<file path="config.mk">
export PLATFORM = sky130hd
export DESIGN_NAME = ictx_top
export DESIGN_NICKNAME = d
export VERILOG_FILES = /design/src/pkg/ictx_pkg.sv /design/src/pkg/ictx_shadow_if.sv /design/src/hdl/ictx_shadow.sv /design/src/hdl/ictx_top.sv
export SDC_FILE = /design/constraint.sdc
export NUM_CORES = 1
export LEC_CHECK = 0
export ABC_AREA = 1
export BUFFER_PORTS_ARGS = -buffer_cell sky130_fd_sc_hd__buf_2
export CORE_AREA = 2 2 374 376
export CTS_BUF_LIST = sky130_fd_sc_hd__clkbuf_4 sky130_fd_sc_hd__clkbuf_8 sky130_fd_sc_hd__clkbuf_16
export CTS_CLUSTER_DIAMETER = 200
export DETAILED_ROUTE_END_ITERATION = 8
export DIE_AREA = 0 0 376 378
export PLACE_DENSITY_LB_ADDON = 0.08
export SYNTH_ARGS = -nofsm -noshare
export SYNTH_HDL_FRONTEND = slang
export SYNTH_SLANG_ARGS = --single-unit
</file>
<file path="constraint.sdc">
create_clock -name clk -period 6.4 [get_ports clk]
set_input_delay 0.32 -clock clk [delete_from_list [all_inputs] [get_ports clk]]
set_output_delay 0.32 -clock clk [all_outputs]
set_load 0.01 [all_outputs]
</file>
<file path="src/pkg/ictx_pkg.sv">
// Shared constants, register map and types of the interrupt context block.
package ictx_pkg;

    // ------------------------------------------------------------------
    // Sizes
    // ------------------------------------------------------------------
    localparam int NUM_INT = 4;
    localparam int PC_W = 16;
    localparam int STACK_DEPTH = 8;
    localparam int NUM_SHADOW = 11;
    localparam int REG_W = 32;

    // ------------------------------------------------------------------
    // Timing counts in clock cycles (flush) and instructions (shield)
    // ------------------------------------------------------------------
    localparam logic [1:0] FLUSH_CYCLES = 2'h2;
    localparam logic [1:0] SHIELD_INSTRS = 2'h2;

    // ------------------------------------------------------------------
    // Shadowed register slots and protected bits
    // ------------------------------------------------------------------
    localparam int SH_ACC = 0;
    localparam int SH_ACC_BUF = 1;
    localparam int SH_AUX_CMP = 2;
    localparam int SH_INDEX = 3;
    localparam int SH_MODE_STATUS = 4;
    localparam int SH_PRODUCT = 5;
    localparam int SH_STATUS0 = 6;
    localparam int SH_STATUS1 = 7;
    localparam int SH_MULT_TEMP = 8;
    localparam int SH_SHIFT_TEMP = 9;
    localparam int SH_BIT_TEMP = 10;
    localparam int DISABLE_BIT_POS = 0;
    localparam int EXT_FLAG_BIT_POS = 0;

    // ------------------------------------------------------------------
    // Register byte offsets and fields
    // ------------------------------------------------------------------
    localparam logic [7:0] OFS_CTRL = 8'h00;
    localparam logic [7:0] OFS_MASK = 8'h04;
    localparam logic [7:0] OFS_PENDING = 8'h08;
    localparam logic [7:0] OFS_VEC_BASE = 8'h0c;
    localparam logic [7:0] OFS_STATUS = 8'h10;
    localparam logic [7:0] OFS_TOS = 8'h14;
    localparam int CTRL_HOLD_MODE_POS = 0;
    localparam int CTRL_VEC_ON_CHIP_POS = 1;
    localparam int STAT_DISABLE_POS = 0;
    localparam int STAT_DEPTH_POS = 4;
    localparam int STAT_OVERFLOW_POS = 8;
    localparam int STAT_UNDERFLOW_POS = 9;
    localparam int STAT_SHADOW_VALID_POS = 10;
    localparam int STAT_BUSY_POS = 11;

    // ------------------------------------------------------------------
    // Reset values
    // ------------------------------------------------------------------
    localparam logic RST_HOLD_MODE = 1'b1;
    localparam logic RST_VEC_ON_CHIP = 1'b0;
    localparam logic RST_DISABLE = 1'b1;
    localparam logic [NUM_INT-1:0] RST_MASK = 4'h0;
    localparam logic [PC_W-1:0] RST_VEC_BASE = 16'h0000;

    // ------------------------------------------------------------------
    // Types
    // ------------------------------------------------------------------
    typedef enum logic [1:0] {ST_IDLE, ST_INJECT, ST_FLUSH, ST_ACK} ictx_state_t;
    typedef logic [NUM_SHADOW-1:0][REG_W-1:0] ictx_regs_t;

endpackage

</file>
<file path="src/pkg/ictx_shadow_if.sv">
// Carrier between the trap sequencer and the shadow register file.
`timescale 1ns/1ps
interface ictx_shadow_if;
    logic save;
    logic restore;
    logic return_and_enable;
    ictx_pkg::ictx_regs_t live;
    ictx_pkg::ictx_regs_t restored;
    logic restore_valid;
    logic shadow_valid;

    modport core (output save, output restore, output return_and_enable, output live,
                  input restored, input restore_valid, input shadow_valid);
    modport shadow (input save, input restore, input return_and_enable, input live,
                    output restored, output restore_valid, output shadow_valid);
endinterface

</file>
<file path="src/hdl/ictx_shadow.sv">
// One-deep shadow copies of the key CPU registers.
`timescale 1ns/1ps
module ictx_shadow (
    // Clock and reset
    input wire logic clk,
    input wire logic rst_b,
    // Link to the sequencer
    ictx_shadow_if.shadow sh
);
    typedef struct packed {
        ictx_pkg::ictx_regs_t shadow;
        ictx_pkg::ictx_regs_t restored;
        logic restore_valid;
        logic valid;
    } ictx_shadow_state_t;

    ictx_shadow_state_t q_ff;
    ictx_shadow_state_t nxt_q;
    ictx_pkg::ictx_regs_t back;

    // ------------------------------------------------------------------
    // Per-register restore value
    // ------------------------------------------------------------------
    // The disable and external flag bits never come back from the shadow.
    genvar gi;
    generate
        for (gi = 0; gi < ictx_pkg::NUM_SHADOW; gi++) begin : g_back
            always_comb begin
                back[gi] = q_ff.shadow[gi];
                if (gi == ictx_pkg::SH_STATUS0) begin
                    back[gi][ictx_pkg::DISABLE_BIT_POS] = ~sh.return_and_enable;
                end
                if (gi == ictx_pkg::SH_STATUS1) begin
                    back[gi][ictx_pkg::EXT_FLAG_BIT_POS] =
                        sh.live[gi][ictx_pkg::EXT_FLAG_BIT_POS];
                end
            end
        end
    endgenerate

    // ------------------------------------------------------------------
    // Next state
    // ------------------------------------------------------------------
    always_comb begin
        nxt_q = q_ff;
        nxt_q.restore_valid = 1'b0;
        if (sh.save) begin
            // A second save before a return simply overwrites the entry.
            nxt_q.shadow = sh.live;
            nxt_q.valid = 1'b1;
        end else if (sh.restore) begin
            nxt_q.restored = back;
            nxt_q.restore_valid = 1'b1;
            nxt_q.valid = 1'b0;
        end
    end

    always_ff @(posedge clk or negedge rst_b) begin
        if (!rst_b) begin
            q_ff <= '0;
        end else begin
            q_ff <= nxt_q;
        end
    end

    assign sh.restored = q_ff.restored;
    assign sh.restore_valid = q_ff.restore_valid;
    assign sh.shadow_valid = q_ff.valid;
endmodule // ictx_shadow

</file>
<file path="src/hdl/ictx_top.sv">
// Interrupt entry sequencer with PC stack, context shadows and register slave.
//
// Our own choices: the AHB-Lite register port and the placing of the registers.
`timescale 1ns/1ps

module ictx_top (
    // Clock and reset
    input wire logic clk,
    input wire logic rst_b,
    // AHB-Lite slave
    input wire logic hsel,
    input wire logic [31:0] haddr,
    input wire logic [1:0] htrans,
    input wire logic hwrite,
    input wire logic [2:0] hsize,
    input wire logic [31:0] hwdata,
    input wire logic hready,
    output logic hreadyout,
    output logic hresp,
    output logic [31:0] hrdata,
    // Interrupt sources and bus hold
    input wire logic [ictx_pkg::NUM_INT-1:0] ext_int_n,
    input wire logic bus_hold_req_n,
    output logic bus_hold_grant_n,
    output logic int_acknowledge_n,
    // Decoder events
    input wire logic instr_done,
    input wire logic op_call,
    input wire logic op_ret,
    input wire logic op_return_from_interrupt,
    input wire logic op_return_and_enable,
    input wire logic op_set_global_disable,
    input wire logic op_clear_global_disable,
    input wire logic op_store_status_zero,
    input wire logic [ictx_pkg::REG_W-1:0] status_zero_in,
    input wire logic [ictx_pkg::PC_W-1:0] return_pc,
    input wire logic repeat_active,
    input wire logic multicycle_busy,
    input wire logic mem_wait,
    // Pipeline control
    output logic global_int_disable,
    output logic injected_trap_instr,
    output logic fetch_dummy,
    output logic vec_fetch,
    output logic [ictx_pkg::PC_W-1:0] vec_addr,
    output logic resume_valid,
    output logic [ictx_pkg::PC_W-1:0] resume_pc,
    output logic status_store_valid,
    output logic [ictx_pkg::REG_W-1:0] status_store_data,
    // Key registers
    input wire logic [ictx_pkg::NUM_SHADOW*ictx_pkg::REG_W-1:0] live_regs,
    output logic restore_valid,
    output logic [ictx_pkg::NUM_SHADOW*ictx_pkg::REG_W-1:0] restored_regs
);
    localparam int NI = ictx_pkg::NUM_INT;
    localparam int PW = ictx_pkg::PC_W;

    typedef struct packed {
        ictx_pkg::ictx_state_t state;
        logic [1:0] flush_cnt;
        logic [1:0] shield_cnt;
        logic [NI-1:0] sync1;
        logic [NI-1:0] sync2;
        logic [NI-1:0] sync3;
        logic [NI-1:0] sync_prev;
        logic [NI-1:0] pending;
        logic [NI-1:0] mask;
        logic hold_mode;
        logic vec_on_chip;
        logic [PW-1:0] vec_base;
        logic disable_int;
        logic hold_grant_n;
        logic int_acknowledge_n_n;
        logic inject;
        logic [PW-1:0] vec_addr;
        logic [1:0] cur_idx;
        logic [ictx_pkg::STACK_DEPTH-1:0][PW-1:0] stack;
        logic [3:0] depth;
        logic overflow;
        logic underflow;
        logic resume_valid;
        logic [PW-1:0] resume_pc;
        logic sst_valid;
        logic [ictx_pkg::REG_W-1:0] sst_data;
        logic dp_write;
        logic dp_read;
        logic dp_wait;
        logic [7:0] dp_addr;
        logic [31:0] rdata;
    } ictx_core_t;

    ictx_core_t q_ff;
    ictx_core_t nxt_q;
    ictx_shadow_if sh_if ();

    logic take;
    logic hold_block;
    logic [NI-1:0] enabled;
    logic [NI-1:0] fall;
    logic [NI-1:0] clr;
    logic [1:0] sel_idx;
    logic push;
    logic pop;
    logic [31:0] rd_mux;
    logic [31:0] status_word;

    // ------------------------------------------------------------------
    // Trap decision
    // ------------------------------------------------------------------
    always_comb begin
        enabled = q_ff.pending & q_ff.mask;
        fall = ~q_ff.sync3 & q_ff.sync_prev;
        // Concurrent hold with on-chip vectors needs no external bus.
        hold_block = (~bus_hold_req_n | ~q_ff.hold_grant_n)
                     & ~(~q_ff.hold_mode & q_ff.vec_on_chip);
        take = (q_ff.state == ictx_pkg::ST_IDLE) && (|enabled) && !q_ff.disable_int
               && !repeat_active
               && !hold_block
               && (q_ff.shield_cnt == 2'h0);
        sel_idx = 2'h0;
        for (int i = NI - 1; i >= 0; i--) begin
            if (enabled[i]) begin
                sel_idx = 2'(i);
            end
        end
        push = take | op_call;
        pop = op_ret | op_return_from_interrupt | op_return_and_enable;
    end

    // ------------------------------------------------------------------
    // Register read data
    // ------------------------------------------------------------------
    always_comb begin
        status_word = '0;
        status_word[ictx_pkg::STAT_DISABLE_POS] = q_ff.disable_int;
        status_word[ictx_pkg::STAT_DEPTH_POS +: 4] = q_ff.depth;
        status_word[ictx_pkg::STAT_OVERFLOW_POS] = q_ff.overflow;
        status_word[ictx_pkg::STAT_UNDERFLOW_POS] = q_ff.underflow;
        status_word[ictx_pkg::STAT_SHADOW_VALID_POS] = sh_if.shadow_valid;
        status_word[ictx_pkg::STAT_BUSY_POS] = (q_ff.state != ictx_pkg::ST_IDLE);
        rd_mux = '0;
        unique case (q_ff.dp_addr)
            ictx_pkg::OFS_CTRL: begin
                rd_mux[ictx_pkg::CTRL_HOLD_MODE_POS] = q_ff.hold_mode;
                rd_mux[ictx_pkg::CTRL_VEC_ON_CHIP_POS] = q_ff.vec_on_chip;
            end
            ictx_pkg::OFS_MASK: rd_mux[NI-1:0] = q_ff.mask;
            ictx_pkg::OFS_PENDING: rd_mux[NI-1:0] = q_ff.pending;
            ictx_pkg::OFS_VEC_BASE: rd_mux[PW-1:0] = q_ff.vec_base;
            ictx_pkg::OFS_STATUS: rd_mux = status_word;
            ictx_pkg::OFS_TOS: begin
                if (q_ff.depth != 4'h0) begin
                    rd_mux[PW-1:0] = q_ff.stack[3'(q_ff.depth - 4'h1)];
                end
            end
            default: rd_mux = '0;
        endcase
    end

    // ------------------------------------------------------------------
    // Next state
    // ------------------------------------------------------------------
    always_comb begin
        nxt_q = q_ff;
        nxt_q.resume_valid = 1'b0;
        nxt_q.sst_valid = 1'b0;
        nxt_q.inject = 1'b0;

        // Three synchroniser stages ahead of the recognition cycle.
        nxt_q.sync1 = ext_int_n;
        nxt_q.sync2 = q_ff.sync1;
        nxt_q.sync3 = q_ff.sync2;
        nxt_q.sync_prev = q_ff.sync3;

        nxt_q.hold_grant_n = bus_hold_req_n;

        // Bus slave: reads take one wait state so the data comes from a flop.
        clr = '0;
        if (q_ff.dp_write) begin
            unique case (q_ff.dp_addr)
                ictx_pkg::OFS_CTRL: begin
                    nxt_q.hold_mode = hwdata[ictx_pkg::CTRL_HOLD_MODE_POS];
                    nxt_q.vec_on_chip = hwdata[ictx_pkg::CTRL_VEC_ON_CHIP_POS];
                end
                ictx_pkg::OFS_MASK: nxt_q.mask = hwdata[NI-1:0];
                ictx_pkg::OFS_PENDING: clr = hwdata[NI-1:0];
                ictx_pkg::OFS_VEC_BASE: nxt_q.vec_base = hwdata[PW-1:0];
                default: ;
            endcase
            nxt_q.dp_write = 1'b0;
        end
        if (q_ff.dp_read) begin
            if (q_ff.dp_wait) begin
                nxt_q.rdata = rd_mux;
                nxt_q.dp_wait = 1'b0;
            end else begin
                nxt_q.dp_read = 1'b0;
            end
        end
        if (hsel && hready && htrans[1]) begin
            nxt_q.dp_addr = haddr[7:0];
            nxt_q.dp_write = hwrite;
            nxt_q.dp_read = ~hwrite;
            nxt_q.dp_wait = ~hwrite;
        end

        // Pending flags: a new edge wins over any clear in the same cycle.
        if (take) begin
            clr[sel_idx] = 1'b1;
        end
        nxt_q.pending = (q_ff.pending & ~clr) | fall;

        // Instruction shield after a set or clear global disable instruction.
        if (op_clear_global_disable || op_set_global_disable) begin
            nxt_q.shield_cnt = ictx_pkg::SHIELD_INSTRS;
        end else if (instr_done && q_ff.shield_cnt != 2'h0) begin
            nxt_q.shield_cnt = q_ff.shield_cnt - 2'h1;
        end

        // Global disable: setting events win over clearing ones.
        if (op_clear_global_disable || op_return_and_enable) begin
            nxt_q.disable_int = 1'b0;
        end
        if (op_set_global_disable || take) begin
            nxt_q.disable_int = 1'b1;
        end

        if (op_store_status_zero) begin
            nxt_q.sst_valid = 1'b1;
            nxt_q.sst_data = status_zero_in;
            nxt_q.sst_data[ictx_pkg::DISABLE_BIT_POS] = q_ff.disable_int | take;
        end

        // PC stack; a push on a full stack is dropped and flagged.
        if (push) begin
            if (q_ff.depth == 4'(ictx_pkg::STACK_DEPTH)) begin
                nxt_q.overflow = 1'b1;
            end else begin
                nxt_q.stack[q_ff.depth[2:0]] = return_pc;
                nxt_q.depth = q_ff.depth + 4'h1;
            end
        end else if (pop) begin
            if (q_ff.depth == 4'h0) begin
                nxt_q.underflow = 1'b1;
            end else begin
                nxt_q.resume_pc = q_ff.stack[3'(q_ff.depth - 4'h1)];
                nxt_q.resume_valid = 1'b1;
                nxt_q.depth = q_ff.depth - 4'h1;
            end
        end

        // Trap sequence.
        unique case (q_ff.state)
            ictx_pkg::ST_IDLE: begin
                if (take) begin
                    nxt_q.state = ictx_pkg::ST_INJECT;
                    nxt_q.cur_idx = sel_idx;
                    nxt_q.inject = 1'b1;
                end
            end
            ictx_pkg::ST_INJECT: begin
                nxt_q.state = ictx_pkg::ST_FLUSH;
                nxt_q.flush_cnt = ictx_pkg::FLUSH_CYCLES - 2'h1;
            end
            ictx_pkg::ST_FLUSH: begin
                // Instructions already in flight finish before the vector fetch.
                if (!multicycle_busy) begin
                    if (q_ff.flush_cnt == 2'h0) begin
                        nxt_q.state = ictx_pkg::ST_ACK;
                        nxt_q.vec_addr = q_ff.vec_base + {13'h0000, q_ff.cur_idx, 1'b0};
                    end else begin
                        nxt_q.flush_cnt = q_ff.flush_cnt - 2'h1;
                    end
                end
            end
            ictx_pkg::ST_ACK: begin
                if (!mem_wait) begin
                    nxt_q.state = ictx_pkg::ST_IDLE;
                end
            end
        endcase
        nxt_q.int_acknowledge_n_n = (nxt_q.state != ictx_pkg::ST_ACK);
    end

    always_ff @(posedge clk or negedge rst_b) begin
        if (!rst_b) begin
            q_ff <= '0;
            q_ff.state <= ictx_pkg::ST_IDLE;
            q_ff.sync1 <= '1;
            q_ff.sync2 <= '1;
            q_ff.sync3 <= '1;
            q_ff.sync_prev <= '1;
            q_ff.mask <= ictx_pkg::RST_MASK;
            q_ff.hold_mode <= ictx_pkg::RST_HOLD_MODE;
            q_ff.vec_on_chip <= ictx_pkg::RST_VEC_ON_CHIP;
            q_ff.vec_base <= ictx_pkg::RST_VEC_BASE;
            q_ff.disable_int <= ictx_pkg::RST_DISABLE;
            q_ff.hold_grant_n <= 1'b1;
            q_ff.int_acknowledge_n_n <= 1'b1;
        end else begin
            q_ff <= nxt_q;
        end
    end

    // ------------------------------------------------------------------
    // Shadow register file
    // ------------------------------------------------------------------
    // Only the maskable trap drives the save; a nonmaskable entry has no path here.
    assign sh_if.save = take;
    assign sh_if.restore = op_return_from_interrupt | op_return_and_enable;
    assign sh_if.return_and_enable = op_return_and_enable;
    assign sh_if.live = live_regs;

    ictx_shadow u_shadow (
        .clk(clk),
        .rst_b(rst_b),
        .sh(sh_if.shadow)
    );

    // ------------------------------------------------------------------
    // Outputs
    // ------------------------------------------------------------------
    assign hreadyout = ~q_ff.dp_wait;
    assign hresp = 1'b0;
    assign hrdata = q_ff.rdata;
    assign bus_hold_grant_n = q_ff.hold_grant_n;
    assign int_acknowledge_n = q_ff.int_acknowledge_n_n;
    assign global_int_disable = q_ff.disable_int;
    assign injected_trap_instr = q_ff.inject;
    assign fetch_dummy = (q_ff.state != ictx_pkg::ST_IDLE);
    assign vec_fetch = ~q_ff.int_acknowledge_n_n;
    assign vec_addr = q_ff.vec_addr;
    assign resume_valid = q_ff.resume_valid;
    assign resume_pc = q_ff.resume_pc;
    assign status_store_valid = q_ff.sst_valid;
    assign status_store_data = q_ff.sst_data;
    assign restore_valid = sh_if.restore_valid;
    assign restored_regs = sh_if.restored;
endmodule // ictx_top

</file>
==> results_dict.tcl <==
set metrics [dict create \
    status "completed" \
    min_to "q_ff[36]$_DFFE_PN0P_" \
    min_path_type "input pin to flop" \
    hold_start "htrans[1]" \
    power.density_nw_per_um2 377 \
    post-route-util_pct 38.2 \
    yosys.area_share.adder_pct 0.273 \
    place.gp.congestion 0.790 \
    cts_setup_buffers 0 \
    vias_per_cell 4.30 \
    grt_antenna_before_repair 23 \
    clock_skew_ns 0.0289 \
    die-area_um2 142000 \
    finalMaxSlewViolations 0 \
    post_cts_resized 0 \
    num_vias 31217 \
    synth-compound-area-share_pct 12.3 \
    cp_max_fo 67 \
    worstPathArrival_ns 3.77 \
    fin_tns_setup_ns 0 \
    rr_endpoint "u_shadow.sh.restored[224]$_DFFE_PN0P_" \
    clock_latency_ns 0.73 \
    reg2reg_from "q_ff[291]$_DFFE_PN0P_" \
    register_area_um2 24700 \
    io_buffers 885 \
    crit_type "flop to flop" \
    fin_crit_ns 3.18 \
    cp-end-kind "flop" \
    ir_drop_mv 0.229 \
    top_level_ports 949 \
    multi_input_area_um2 11000 \
    cts_made_buffers 115 \
    drive_above_1_share_pct 22.2 \
    setup_violations 0 \
    drc 0 \
    grt_max_degree 156 \
    whs_path_depth 4 \
    dpl_cell_area_um2 44500 \
    synth_mux_area_share_pct 0.887 \
    p_leak_uw 0.0251 \
    cts.reportedPaths.clkPinSlew_ns 0.06 \
    hpwl_mm 88.7 \
    routed_wl_mm 129 \
    cts_max_level 3 \
    netlist_instances 4177 \
    cts_tree "yes" \
    rsz0062_at_grt "no" \
    die_h_um 378 \
    overflow 0 \
    grt_pass1_wl_mm 195 \
    fin_crit_sh_pct 49.6 \
    ys_types 36 \
    rrSetupSlack_ns 3.22 \
    area_delta_synth_final_pct 34.4 \
    fp.dieW_um 376 \
    nets 5853 \
    rows 137 \
    critPathLaunch "q_ff[291]$_DFFE_PN0P_" \
    synth_xor_area_share_pct 0.248 \
    synth_seq_cells 985 \
    fillers 14438 \
    core_area_um2 139000 \
    yosysWarnings 0 \
    synth-seq-area-share_pct 62.7 \
    root_buffer "clkbuf_16" \
    rr_worst_depth 10 \
    synth_top_family_by_area "simple AND/OR/NAND/NOR gates" \
    holdBufCountCts 439 \
    antenna_left 0 \
    stdcell_area_um2 52900 \
    yosys.area_share.simple_pct 14.1 \
    clock.fmax_ghz 0.315 \
    track_usage_pct 17.9 \
    dr.pass1.iters 7 \
    worst_pin_slew_ns 1.05 \
    hold_violations 0 \
    grt_pass1_vias 31274 \
    cp.required_ns 7.00 \
    crit_path_start_kind "flop" \
    clock-sinks 985 \
    drt-wirelength-per-cell_um 17.8 \
    syn-cell-area_um2 39300 \
    drt_first_iter_violations 1755 \
    maxCapViolations 0 \
    synth_area_per_cell_um2 9.42 \
    clockBufferDepth 3 \
    start_util_pct 28.4 \
    slew_headroom_pct 29.9 \
]
[worst max path at each step]
stage          slack (ns)  cells after the start                                     to
3_5_place_dp         3.05                      9           u_shadow.back[2]$_DFFE_PN0P_
2_1_floorplan        4.21                     14                  hrdata[5]$_DFFE_PN0P_
4_1_cts              3.03                     10  u_shadow.sh.restored[224]$_DFFE_PN0P_
6_report             3.22                     10  u_shadow.sh.restored[224]$_DFFE_PN0P_
3_3_place_gp         3.03                     10  u_shadow.sh.restored[224]$_DFFE_PN0P_
5_1_grt              2.79                     10  u_shadow.sh.restored[224]$_DFFE_PN0P_
[registers in the layout, indices dropped and copies added (netlist names)]
| name | flops |
|---|---|
| status_store_valid | 1 |
| nxt_q | 12 |
| resume_valid | 1 |
| status_store_data | 32 |
| resume_pc | 16 |
| u_shadow.sh.shadow_valid | 1 |
| q_ff | 183 |
| vec_addr | 16 |
| u_shadow.sh.restore_valid | 1 |
| int_acknowledge_n | 1 |
| u_shadow.back | 350 |
| u_shadow.sh.restored | 352 |
| global_int_disable | 1 |
| bus_hold_grant_n | 1 |
| injected_trap_instr | 1 |
| hrdata | 16 |
[layout make-up]
cell class | count | share of cell area [%]
inverters | 446 | 3.18
diodes | 11 | 0.0520
clock inverters | 28 | 0.681
well taps | 1807 | 4.27
flip-flops and latches | 985 | 46.6
repair buffers | 1367 | 17.6
multi-input cells | 2440 | 20.9
clock buffers | 179 | 6.75
[per-stage QoR]
stage	setup slack (ns)	std cells	hold WS (ns)	power, µW
2_1_floorplan	4.21	4193	0.0244	11300
3_3_place_gp	3.03	6606	0.347	13100
3_5_place_dp	3.05	6606	0.349	13200
4_1_cts	3.03	7252	0.0235	20400
5_1_grt	2.79	7258	0.0577	21300
6_report	3.22	7263	0.0985	20000
[cell families after synthesis]
logic type | Yosys count
adder cells (fa/ha/maj) | 8
XOR/XNOR | 9
buffers and inverters | 768
AO/OA/AOI/OAI | 962
AND/OR/NAND/NOR | 1413
other | 1
flip-flops | 985
multiplexers | 31
[layer usage]
layer | share of wire, % | GRT usage [%]
met4 | 2.5 | 4.78
met5 | 0.11 | 0
met1 | 44 | 23.5
met3 | 7.2 | 5.15
met2 | 46 | 28.8
[synthesized netlist by cell type]
| cell type | instances | share of area [%] |
|---|---|---|
| a21oi_1 | 16 | 0.20 |
| a22oi_1 | 1 | 0.019 |
| a31oi_1 | 3 | 0.048 |
| and2_1 | 1 | 0.016 |
| buf_1 | 4 | 0.038 |
| buf_2 | 118 | 1.5 |
| buf_4 | 134 | 2.6 |
| buf_6 | 26 | 0.74 |
| clkbuf_1 | 40 | 0.38 |
| clkinv_1 | 2 | 0.019 |
| conb_1 | 1 | 0.0095 |
| dfrtp_1 | 965 | 61 |
| dfstp_2 | 20 | 1.3 |
| fa_1 | 1 | 0.051 |
| ha_1 | 7 | 0.22 |
| inv_1 | 439 | 4.2 |
| inv_2 | 5 | 0.048 |
| mux2_2 | 31 | 0.89 |
| nand2_1 | 1133 | 11 |
| nand2_4 | 1 | 0.029 |
| nand3_1 | 94 | 1.2 |
| nand3_4 | 6 | 0.27 |
| nand3b_1 | 1 | 0.019 |
| nand4_1 | 3 | 0.048 |
| nor2_1 | 161 | 1.5 |
| nor2_2 | 4 | 0.064 |
| nor2_4 | 1 | 0.029 |
| nor3_1 | 8 | 0.10 |
| o211ai_1 | 1 | 0.019 |
| o21ai_0 | 612 | 7.8 |
| o21ai_1 | 322 | 4.1 |
| o21bai_1 | 1 | 0.019 |
| o22ai_1 | 4 | 0.064 |
| o31ai_1 | 2 | 0.038 |
| xnor2_4 | 1 | 0.070 |
| xor2_1 | 8 | 0.18 |
[cell usage in the layout (no fill, tap or decap), types with 3 or more instances in the layout]
cell type / synthesis / routed
buf_2: 118 / 884
nor2_1: 161 / 161
clkinv_16: 0 / 3
diode_2: 0 / 11
o21ai_0: 612 / 612
conb_1: 1 / 17
inv_2: 5 / 4
ha_1: 7 / 7
clkbuf_16: 0 / 117
inv_1: 439 / 439
nand2_1: 1133 / 1132
o22ai_1: 4 / 4
xor2_1: 8 / 8
nor3_1: 8 / 7
dfstp_2: 20 / 20
nor2_2: 4 / 4
a31oi_1: 3 / 3
clkbuf_8: 0 / 28
buf_4: 134 / 32
nand3_1: 94 / 92
clkbuf_4: 0 / 34
o21ai_1: 322 / 322
a21oi_1: 16 / 16
clkinv_2: 0 / 16
mux2_2: 31 / 31
nand4_1: 3 / 3
bufinv_16: 0 / 5
dlygate4sd3_1: 0 / 439
buf_12: 0 / 11
dfrtp_1: 965 / 964
nand3_4: 6 / 6
[critical path: stages (launching register included)]
cell     delay, ns
dfrtp_1       0.36
inv_1         0.08
ha_1          0.17
nand3_1       0.23
nor2_4        0.21
nand3_4       0.31
nand2_4       0.70
buf_4         0.67
inv_1         0.12
nand2_1       0.09
nand2_1       0.04
[report_power, final]
group	leakage, µW	internal, µW	switching, µW
Clock	0.00198	4020	2730
Sequential	0.0103	7730	728
Combinational	0.0128	1750	3000
Note: power is estimated with default switching activity, not from simulation.
